`config.mk`:
```
export PLATFORM = sky130hd
export DESIGN_NAME = rptc_reset_park_testmode_control
export DESIGN_NICKNAME = d
export VERILOG_FILES = /design/src/hw/rptc_pkg.sv /design/src/hw/rptc_reset_park_testmode_control.sv
export SDC_FILE = /design/constraint.sdc
export NUM_CORES = 1
export LEC_CHECK = 0
export BUFFER_PORTS_ARGS = -buffer_cell sky130_fd_sc_hd__buf_2
export CORE_ASPECT_RATIO = 1.2
export CORE_MARGIN = 5
export CORE_UTILIZATION = 50
export CTS_CLUSTER_DIAMETER = 30
export CTS_CLUSTER_SIZE = 30
export DETAILED_ROUTE_END_ITERATION = 16
export PLACE_DENSITY = 0.8
export SLEW_MARGIN = 20
export SYNTH_ARGS = -nofsm -noshare
export SYNTH_HDL_FRONTEND = slang
export SYNTH_SLANG_ARGS = --single-unit
```
`constraint.sdc`:
```
create_clock -name sys_clk -period 1.8 [get_ports sys_clk]
set_input_delay 0.27 -clock sys_clk [delete_from_list [all_inputs] [get_ports sys_clk]]
set_output_delay 0.27 -clock sys_clk [all_outputs]
set_load 0.02 [all_outputs]
```
`src/hw/rptc_pkg.sv`:
```
package rptc_pkg;
    // Timing
    localparam int unsigned CLK_PERIOD_PS = 8000;
    localparam int unsigned SAMPLE_DELAY_PS = 1500000;
    // Least delay, rounded up to whole cycles
    localparam int unsigned SAMPLE_DELAY_CYC = (SAMPLE_DELAY_PS + CLK_PERIOD_PS - 1) / CLK_PERIOD_PS;
    localparam int unsigned TEST_PIN_COUNT = 8;
    localparam int unsigned CNT_W = 8;
    // Reset values
    localparam logic [7:0] TEST_SEL_RST = 8'h00;
    localparam logic [7:0] TEST_OUT_RST = 8'h00;
    localparam logic [7:0] TEST_OE_RST = 8'h00;

    typedef enum {
        ST_HELD,
        ST_WAIT,
        ST_RUN
    } rptc_state_t;

    typedef struct packed {
        logic parkActive;
        logic configStart;
        logic testModeActive;
        logic normalMode;
    } rptc_status_t;
endpackage

```
`src/hw/rptc_reset_park_testmode_control.sv`:
```
// Overview of operation
// - Active-low reset; rising edge starts self-configuration
// - No output active while reset is low
// - All eight test pins high-impedance during reset
// - Sample test pins about 1.5us after release
// - After sampling, drive test pins as outputs
// - Any high sampled pin selects a test mode
// - Normal mode: pins are reserved test outputs
// - Active-low park request triggers fast mirror park
`timescale 1ns/1ps
module rptc_reset_park_testmode_control #(
    parameter int unsigned SAMPLE_CYCLES = rptc_pkg::SAMPLE_DELAY_CYC
) (
    input wire logic sys_clk,
    input wire logic rst,
    input wire logic power_on_reset_n,
    input wire logic fast_park_req_n,
    input wire logic manufacturing_test_enable,
    input wire logic scan_chain_reset_n,
    input wire logic [7:0] testPinIn,
    input wire logic [7:0] testDataOut,
    output logic [7:0] testPinOut,
    output logic [7:0] testPinOe,
    output logic [7:0] testModeSel,
    output logic configStart,
    output logic parkReq,
    output logic normalMode,
    output logic mfgTestMode
);
    logic [1:0] porSync_r;
    logic [1:0] parkSync_r;
    logic [1:0] mfgSync_r;
    logic [1:0] scanSync_r;
    logic [7:0] pinSync0_r;
    logic [7:0] pinSync1_r;
    logic porPrev_r;
    logic [rptc_pkg::CNT_W-1:0] waitCnt_r;
    rptc_pkg::rptc_state_t state_r;
    rptc_pkg::rptc_state_t state_nxt;
    logic [7:0] testSel_r;
    logic [7:0] pinOut_r;
    logic [7:0] pinOe_r;
    logic cfgStart_r;
    logic park_r;
    logic normal_r;
    logic mfg_r;

    wire logic porLevel = porSync_r[1];
    wire logic porRise = porLevel & ~porPrev_r;
    localparam int unsigned WAIT_LAST_INT = SAMPLE_CYCLES - 1;
    localparam logic [rptc_pkg::CNT_W-1:0] WAIT_LAST = WAIT_LAST_INT[rptc_pkg::CNT_W-1:0];
    wire logic waitDone = (waitCnt_r == WAIT_LAST);
    // A reset that drops in the sampling cycle must not turn the pins into outputs
    wire logic sampleNow = (state_r == rptc_pkg::ST_WAIT) && waitDone && porLevel;
    wire logic inRun = (state_r == rptc_pkg::ST_RUN) && porLevel;
    // Scan reset and test enable are only tied off; they count as test mode when high
    wire logic testForced = mfgSync_r[1] | scanSync_r[1];

    always_comb begin
        state_nxt = state_r;
        case (state_r)
            rptc_pkg::ST_HELD: begin
                if (porRise) begin
                    state_nxt = rptc_pkg::ST_WAIT;
                end
            end
            rptc_pkg::ST_WAIT: begin
                if (sampleNow) begin
                    state_nxt = rptc_pkg::ST_RUN;
                end
            end
            rptc_pkg::ST_RUN: state_nxt = rptc_pkg::ST_RUN;
            default: state_nxt = rptc_pkg::ST_HELD;
        endcase
        if (!porLevel) begin
            state_nxt = rptc_pkg::ST_HELD;
        end
    end

    always_ff @(posedge sys_clk) begin
        if (rst) begin
            porSync_r <= 2'h0;
            parkSync_r <= 2'h3;
            mfgSync_r <= 2'h0;
            scanSync_r <= 2'h0;
            pinSync0_r <= 8'h00;
            pinSync1_r <= 8'h00;
            porPrev_r <= 1'b0;
        end else begin
            porSync_r <= {porSync_r[0], power_on_reset_n};
            parkSync_r <= {parkSync_r[0], fast_park_req_n};
            mfgSync_r <= {mfgSync_r[0], manufacturing_test_enable};
            scanSync_r <= {scanSync_r[0], scan_chain_reset_n};
            pinSync0_r <= testPinIn;
            pinSync1_r <= pinSync0_r;
            porPrev_r <= porLevel;
        end
    end

    always_ff @(posedge sys_clk) begin
        if (rst) begin
            state_r <= rptc_pkg::ST_HELD;
            waitCnt_r <= '0;
        end else begin
            state_r <= state_nxt;
            if (state_r == rptc_pkg::ST_WAIT && porLevel) begin
                waitCnt_r <= waitCnt_r + 1'b1;
            end else begin
                waitCnt_r <= '0;
            end
        end
    end

    always_ff @(posedge sys_clk) begin
        if (rst || !porLevel) begin
            testSel_r <= rptc_pkg::TEST_SEL_RST;
        end else if (sampleNow) begin
            testSel_r <= pinSync1_r;
        end
    end

    always_ff @(posedge sys_clk) begin
        if (rst) begin
            pinOut_r <= rptc_pkg::TEST_OUT_RST;
            pinOe_r <= rptc_pkg::TEST_OE_RST;
            cfgStart_r <= 1'b0;
            park_r <= 1'b0;
            normal_r <= 1'b0;
            mfg_r <= 1'b0;
        end else begin
            pinOe_r <= (inRun || sampleNow) ? 8'hFF : 8'h00;
            pinOut_r <= (inRun || sampleNow) ? testDataOut : 8'h00;
            cfgStart_r <= porRise;
            park_r <= porLevel & ~parkSync_r[1];
            normal_r <= inRun && (testSel_r == 8'h00) && !testForced;
            mfg_r <= porLevel & testForced;
        end
    end

    assign testPinOut = pinOut_r;
    assign testPinOe = pinOe_r;
    assign testModeSel = testSel_r;
    assign configStart = cfgStart_r;
    assign parkReq = park_r;
    assign normalMode = normal_r;
    assign mfgTestMode = mfg_r;

    int unsigned heldCnt;
    always_ff @(posedge sys_clk) begin
        if (rst || porLevel) begin
            heldCnt <= 0;
        end else if (heldCnt < 1000) begin
            heldCnt <= heldCnt + 1;
        end
    end

    // Cycles since the last detected release, saturating; pins the sampling point
    int unsigned sinceRise;
    always_ff @(posedge sys_clk) begin
        if (rst || !porLevel) begin
            sinceRise <= 0;
        end else if (porRise) begin
            sinceRise <= 1;
        end else if (sinceRise < 1000) begin
            sinceRise <= sinceRise + 1;
        end
    end

    chk_reset_pins_float: assert property (@(posedge sys_clk) disable iff (rst)
        (!porLevel && heldCnt > 1) |-> (testPinOe == 8'h00))
        else $error("test pins driven during reset");
    chk_reset_outs_idle: assert property (@(posedge sys_clk) disable iff (rst)
        (heldCnt > 1) |-> !(parkReq || normalMode || configStart || mfgTestMode))
        else $error("output active during reset");
    chk_cfg_start_edge: assert property (@(posedge sys_clk) disable iff (rst)
        porRise |=> configStart)
        else $error("config start missed");
    chk_sample_then_drive: assert property (@(posedge sys_clk) disable iff (rst)
        sampleNow |=> (testPinOe == 8'hFF))
        else $error("pins not driven after sampling");
    chk_sample_delay_exact: assert property (@(posedge sys_clk) disable iff (rst)
        sampleNow |-> (sinceRise == SAMPLE_CYCLES))
        else $error("sampling at wrong delay");
    chk_sample_not_missed: assert property (@(posedge sys_clk) disable iff (rst)
        (porLevel && sinceRise == SAMPLE_CYCLES) |-> sampleNow)
        else $error("sampling point missed");
    chk_sel_captured: assert property (@(posedge sys_clk) disable iff (rst)
        sampleNow |=> (testModeSel == $past(pinSync1_r)))
        else $error("selection not captured");
    chk_sel_held: assert property (@(posedge sys_clk) disable iff (rst)
        (state_r == rptc_pkg::ST_RUN && porLevel) |=> $stable(testModeSel) || !porLevel)
        else $error("selection changed in run");
    chk_park_follow: assert property (@(posedge sys_clk) disable iff (rst)
        (porLevel && !parkSync_r[1]) |=> parkReq)
        else $error("park not requested");
    chk_normal_outs: assert property (@(posedge sys_clk) disable iff (rst)
        normalMode |-> (testModeSel == 8'h00))
        else $error("normal mode with test selection");
    chk_cfg_one_pulse: assert property (@(posedge sys_clk) disable iff (rst)
        configStart |=> !configStart)
        else $error("config start longer than one cycle");
    chk_wait_pins_float: assert property (@(posedge sys_clk) disable iff (rst)
        (state_r == rptc_pkg::ST_WAIT) |-> (testPinOe == 8'h00))
        else $error("test pins driven before sampling");
    chk_park_release: assert property (@(posedge sys_clk) disable iff (rst)
        parkSync_r[1] |=> !parkReq)
        else $error("park held after request gone");
    chk_forced_not_normal: assert property (@(posedge sys_clk) disable iff (rst)
        testForced |=> !normalMode)
        else $error("normal mode while test forced");

    cov_config_start: cover property (@(posedge sys_clk) disable iff (rst) porRise ##[1:300] sampleNow);
    cov_test_mode: cover property (@(posedge sys_clk) disable iff (rst) sampleNow && pinSync1_r != 8'h00);
    cov_fast_park: cover property (@(posedge sys_clk) disable iff (rst) inRun && parkReq);
    cov_normal_run: cover property (@(posedge sys_clk) disable iff (rst) normalMode);
    cov_mfg_mode: cover property (@(posedge sys_clk) disable iff (rst) mfgTestMode);
endmodule

```
==> out/results.txt <==
The maximum number of pins on one net before global-route repair was 25. Clock tree synthesis selected as its root buffer the cell clkbuf_8. The min-delay analysis places its worst path in the category in2reg. The tools report the clock sink count as 56. The cell count after synthesis came out at 166. The area share of xor/xnor cells in the synthesized design was 0.02368. The register share of total power came out at 0.628. By area, the combinational part of the netlist is dominated by simple AND/OR/NAND/NOR gates.

The count of synthesis-stage warnings from yosys was 0. The setup slack at placement is 0.2300 ns. In this design, the stage delay of the slowest critical-path cell is 0.33 ns. The fraction of synthesis flops using an asynchronous set or reset pin is 0. The area share of the largest cell type after synthesis works out to 0.6062. The area of the multi-input gates is 649.4 um^2.

The share of synthesized cell area in full adder, half adder and majority cells was 0.02706; the count of flip-flops with a built-in enable after synthesis was 0. The number of global-route vias before repair is 1132, and the net count reported at finish is 240. The analysis attributes to cell leakage a power of 0.9975 nW.

The worst register-to-register path ends at testPinOut[4]. The filler cell count in the final layout was 299; the net switching share of the total power was 0.2021. The area growth from synthesis to layout is 18.47%. The logs give 24 for the row count and 2 for the number of H-tree levels. The worst setup path is captured at a flop. The final-report hold violation count was 0. After layout, the worst setup slack is 0.2179 ns. The share of power burned in combinational logic came out at 0.028. The logs give 1121 um^2 for the area occupied by registers and 0.7556 for the global placer's final weighted congestion. The signal on the critical path passes through inv_1, ha_1, nand4b_1, nor2_4, o21a_1, and2_1.

In this run the remaining antenna-violating nets after routing total 0. TritonCTS built the clock tree. STA classifies the critical path startpoint as a flop.

The share of final-layout standard cells stronger than drive strength 1 was 0.2977. The run finished with clean final reports. The tools report the launching instance or port of the critical path as state_r[1].

The clock edge transition at the registers on the reported setup and hold paths came out at 0.09 ns. The logs give 2 for the maximum clock path buffer count and 0 for the number of antenna violations at the first check in global routing. The launch point of the worst reg-to-reg path is state_r[1]. Data on the critical path arrives at its endpoint at 1.83 ns.

The analysis attributes to net switching a power of 0.4087 mW. The required time of the worst setup path is 2.05 ns, and the area of the die is 5020 um^2. Cell internal power was estimated by the tool at 1.613 mW. The logs give 0.5132 for the initial core utilization and 0 for the max-slew violation count. The accumulated negative setup slack was 0 ns; the number of max-cap violations was 0. The logs give 0 for the detailed-route DRC error count and 1190 for the via count of the routed design. The tools report the total routed wirelength as 2821 um. Number of stages on the worst hold path: 2. In this run the vertical extent of the chip is 76.62 um. For the worst-skew pair, the clock arrives at the later sink with an insertion delay of 0.30 ns. For this block, the initial DRC count from the detailed router was 17. Once the clock tree was built, the setup fixing pass inserted 0 buffers. The slowest stage of the critical path belongs to the cell dfxtp_1. The area fraction in compound gates after synthesis was 0.03112; the number of buffers inserted by port buffering was 49. Of all cell types, the one taking the most synthesized area is dfxtp_1.

The fraction of the mapped netlist area in simple logic gates was 0.2260. For this run, the detailed router's first-pass iteration total came to 4. The number of nets handed over by synthesis was 192. The post-cts gate resize count was 0. For the quantity of hold-fixing buffers added after cts, the log shows 0. In the synthesized netlist the dominant register cell turns out to be dfxtp_1. For the pin with the worst max-slew slack, the measured transition is 0.3307 ns. Counting instances in the post-synthesis netlist gives the leading cell types as 56 x dfxtp_1, 22 x nor2b_1, 18 x nor2_1. The ratio of final minimum period to clock period is 0.8789. The HPWL after detailed placement is 2149 um.

Setup repair after global routing left no endpoint under its margin. Die span in x: 65.52 um. The number of antenna diodes in the final layout is 0.

The total power consumption of the routed design is 2.022 mW, and the total power divided by cell area is 922.8 nW/um^2. For the finished layout, the period the worst path requires is 1.582 ns. For the remaining global-route overflow, the log shows 0.

The part of the total power dissipated in the clock network was 0.344; the number of buffers inserted during clock tree synthesis was 5. The fraction of the yosys area taken by sequential cells came out at 0.6062. Dividing the detail-routed via count by the number of cells gives 4.685. The run gives 3603 um^2 as the placeable core region.

The average cell area after synthesis is 11.14 um^2, and the mux contribution to synthesized area is 0.04330. Along the worst path, the maximum fanout reaches 9. Summing every instance area after synthesis gives 1849 um^2.

The endpoint with the worst hold slack was parkSync_r[0]. The worst register-to-register path has a depth of 6. After detailed routing, the average wire length per cell comes to 11.11 um. The setup slack of the worst register-to-register path was 0.22 ns.

The number of failing setup endpoints in the final timing report was 0; the final worst clock skew was 0.004178 ns. The number of different library cells used by synthesis comes to 31. The global-route total usage across every layer is 0.1227. The first global-routing pass estimated 4809 um of wire.

For this design the top-level I/O count stands at 50. The worst relative slew slack is 0.7790. In this run the most critical hold path is launched from fast_park_req_n. Among all cell types in the netlist, the one instantiated most often is dfxtp_1. By area the synthesized netlist is led by dfxtp_1 61%, nor2b_1 7.4%, mux2i_1 4.3%. The largest vdd supply drop is 712.6 uV.

The number of flip-flops and latches in the synthesized netlist was 56. The critical path in this run is classified as reg2reg. Based on the critical path, the design can be clocked at up to 0.6321 GHz.
==> flip-flops by register name (all words and copies together) (netlist names) <==
name	cells
parkSync_r	2
state_r	2
configStart	1
normalMode	1
testModeSel	8
testPinOut	8
testPinOe	1
mfgSync_r	2
parkReq	1
waitCnt_r	8
pinSync1_r	8
pinSync0_r	8
porPrev_r	1
mfgTestMode	1
porSync_r	2
scanSync_r	2
==> cell families (layout without fill, tap and decap cells) <==
kind of cell,Yosys count,after routing
muxes,8,8
and+or+nand+nor,70,70
xor gates and xnor gates,5,5
DFF,56,56
AOI/OAI and AO/OA,9,9
buffers and inverters,14,63
adders and majority gates,4,4
==> routing by layer <==
layer,track usage,share of wire,vias up
met4,0.03734,0.016,0
met5,0,0,-
li1,-,-,625
met2,0.2168,0.51,29
met1,0.1294,0.40,531
met3,0.05162,0.071,5
==> critical path: cells and delay by family, from the launching register on <==
| kind | cells | cell delay (ns) |
|---|---|---|
| simple gates | 3 | 0.65 |
| flops | 1 | 0.33 |
| compound gates | 1 | 0.27 |
| fa+ha+maj | 1 | 0.20 |
| buf+inv | 1 | 0.07 |
==> cell usage in the layout, fill, tap and decap left out, drive strengths merged <==
cell,instances
and2,9
mux2i,8
a21boi,1
xor2,3
nand4,1
o21ai,3
clkbuf,6
a21oi,2
or3b,1
inv,5
buf,51
nor2b,22
and3,2
nand2b,1
nand4b,3
ha,4
or3,1
nor2,19
nand3,3
dfxtp,56
o21a,2
xnor2,2
nor3,2
or2,2
and4,1
clkinv,1
nand2,2
o211a,1
nor4b,1
==> layout make-up <==
class	count	area share
timing repair buffer	51	0.1188
clock inverter	2	0.006282
inverter	4	0.006853
clock buffer	6	0.03769
sequential	56	0.5117
tap	39	0.02227
multi-input combinational	96	0.2964
==> power groups by stage <==
stage	registers [mW]	logic, mW	clock network, mW
6_report	1.27	0.0564	0.695
3_3_place_gp	1.30	0.0567	0
4_1_cts	1.27	0.0580	0.710
3_5_place_dp	1.30	0.0578	0
5_1_grt	1.27	0.0648	0.767
2_1_floorplan	1.30	0.0281	0
==> stage by stage <==
step	instances	util	hold WS (ns)	area, um^2
finish	254	0.6080	0.1444	2191
CTS	254	0.6080	0.1427	2191
global route	254	0.6080	0.1443	2191
floorplan	166	-	0.3416	1849
detailed placement	246	0.5813	0.3735	2095
global placement	246	0.5813	0.3724	2095
==> worst max path at each step <==
stage | to | slack [ns] | cells after the start
after floorplan | state_r[1] | 0.39 | 5
after detailed placement | testPinOut[4] | 0.23 | 6
after global routing | testPinOut[3] | 0.09 | 6
final | testPinOut[4] | 0.22 | 6
after global placement | testPinOut[3] | 0.31 | 6
after CTS | testPinOut[4] | 0.19 | 6
(Power assumes the default switching activity.)
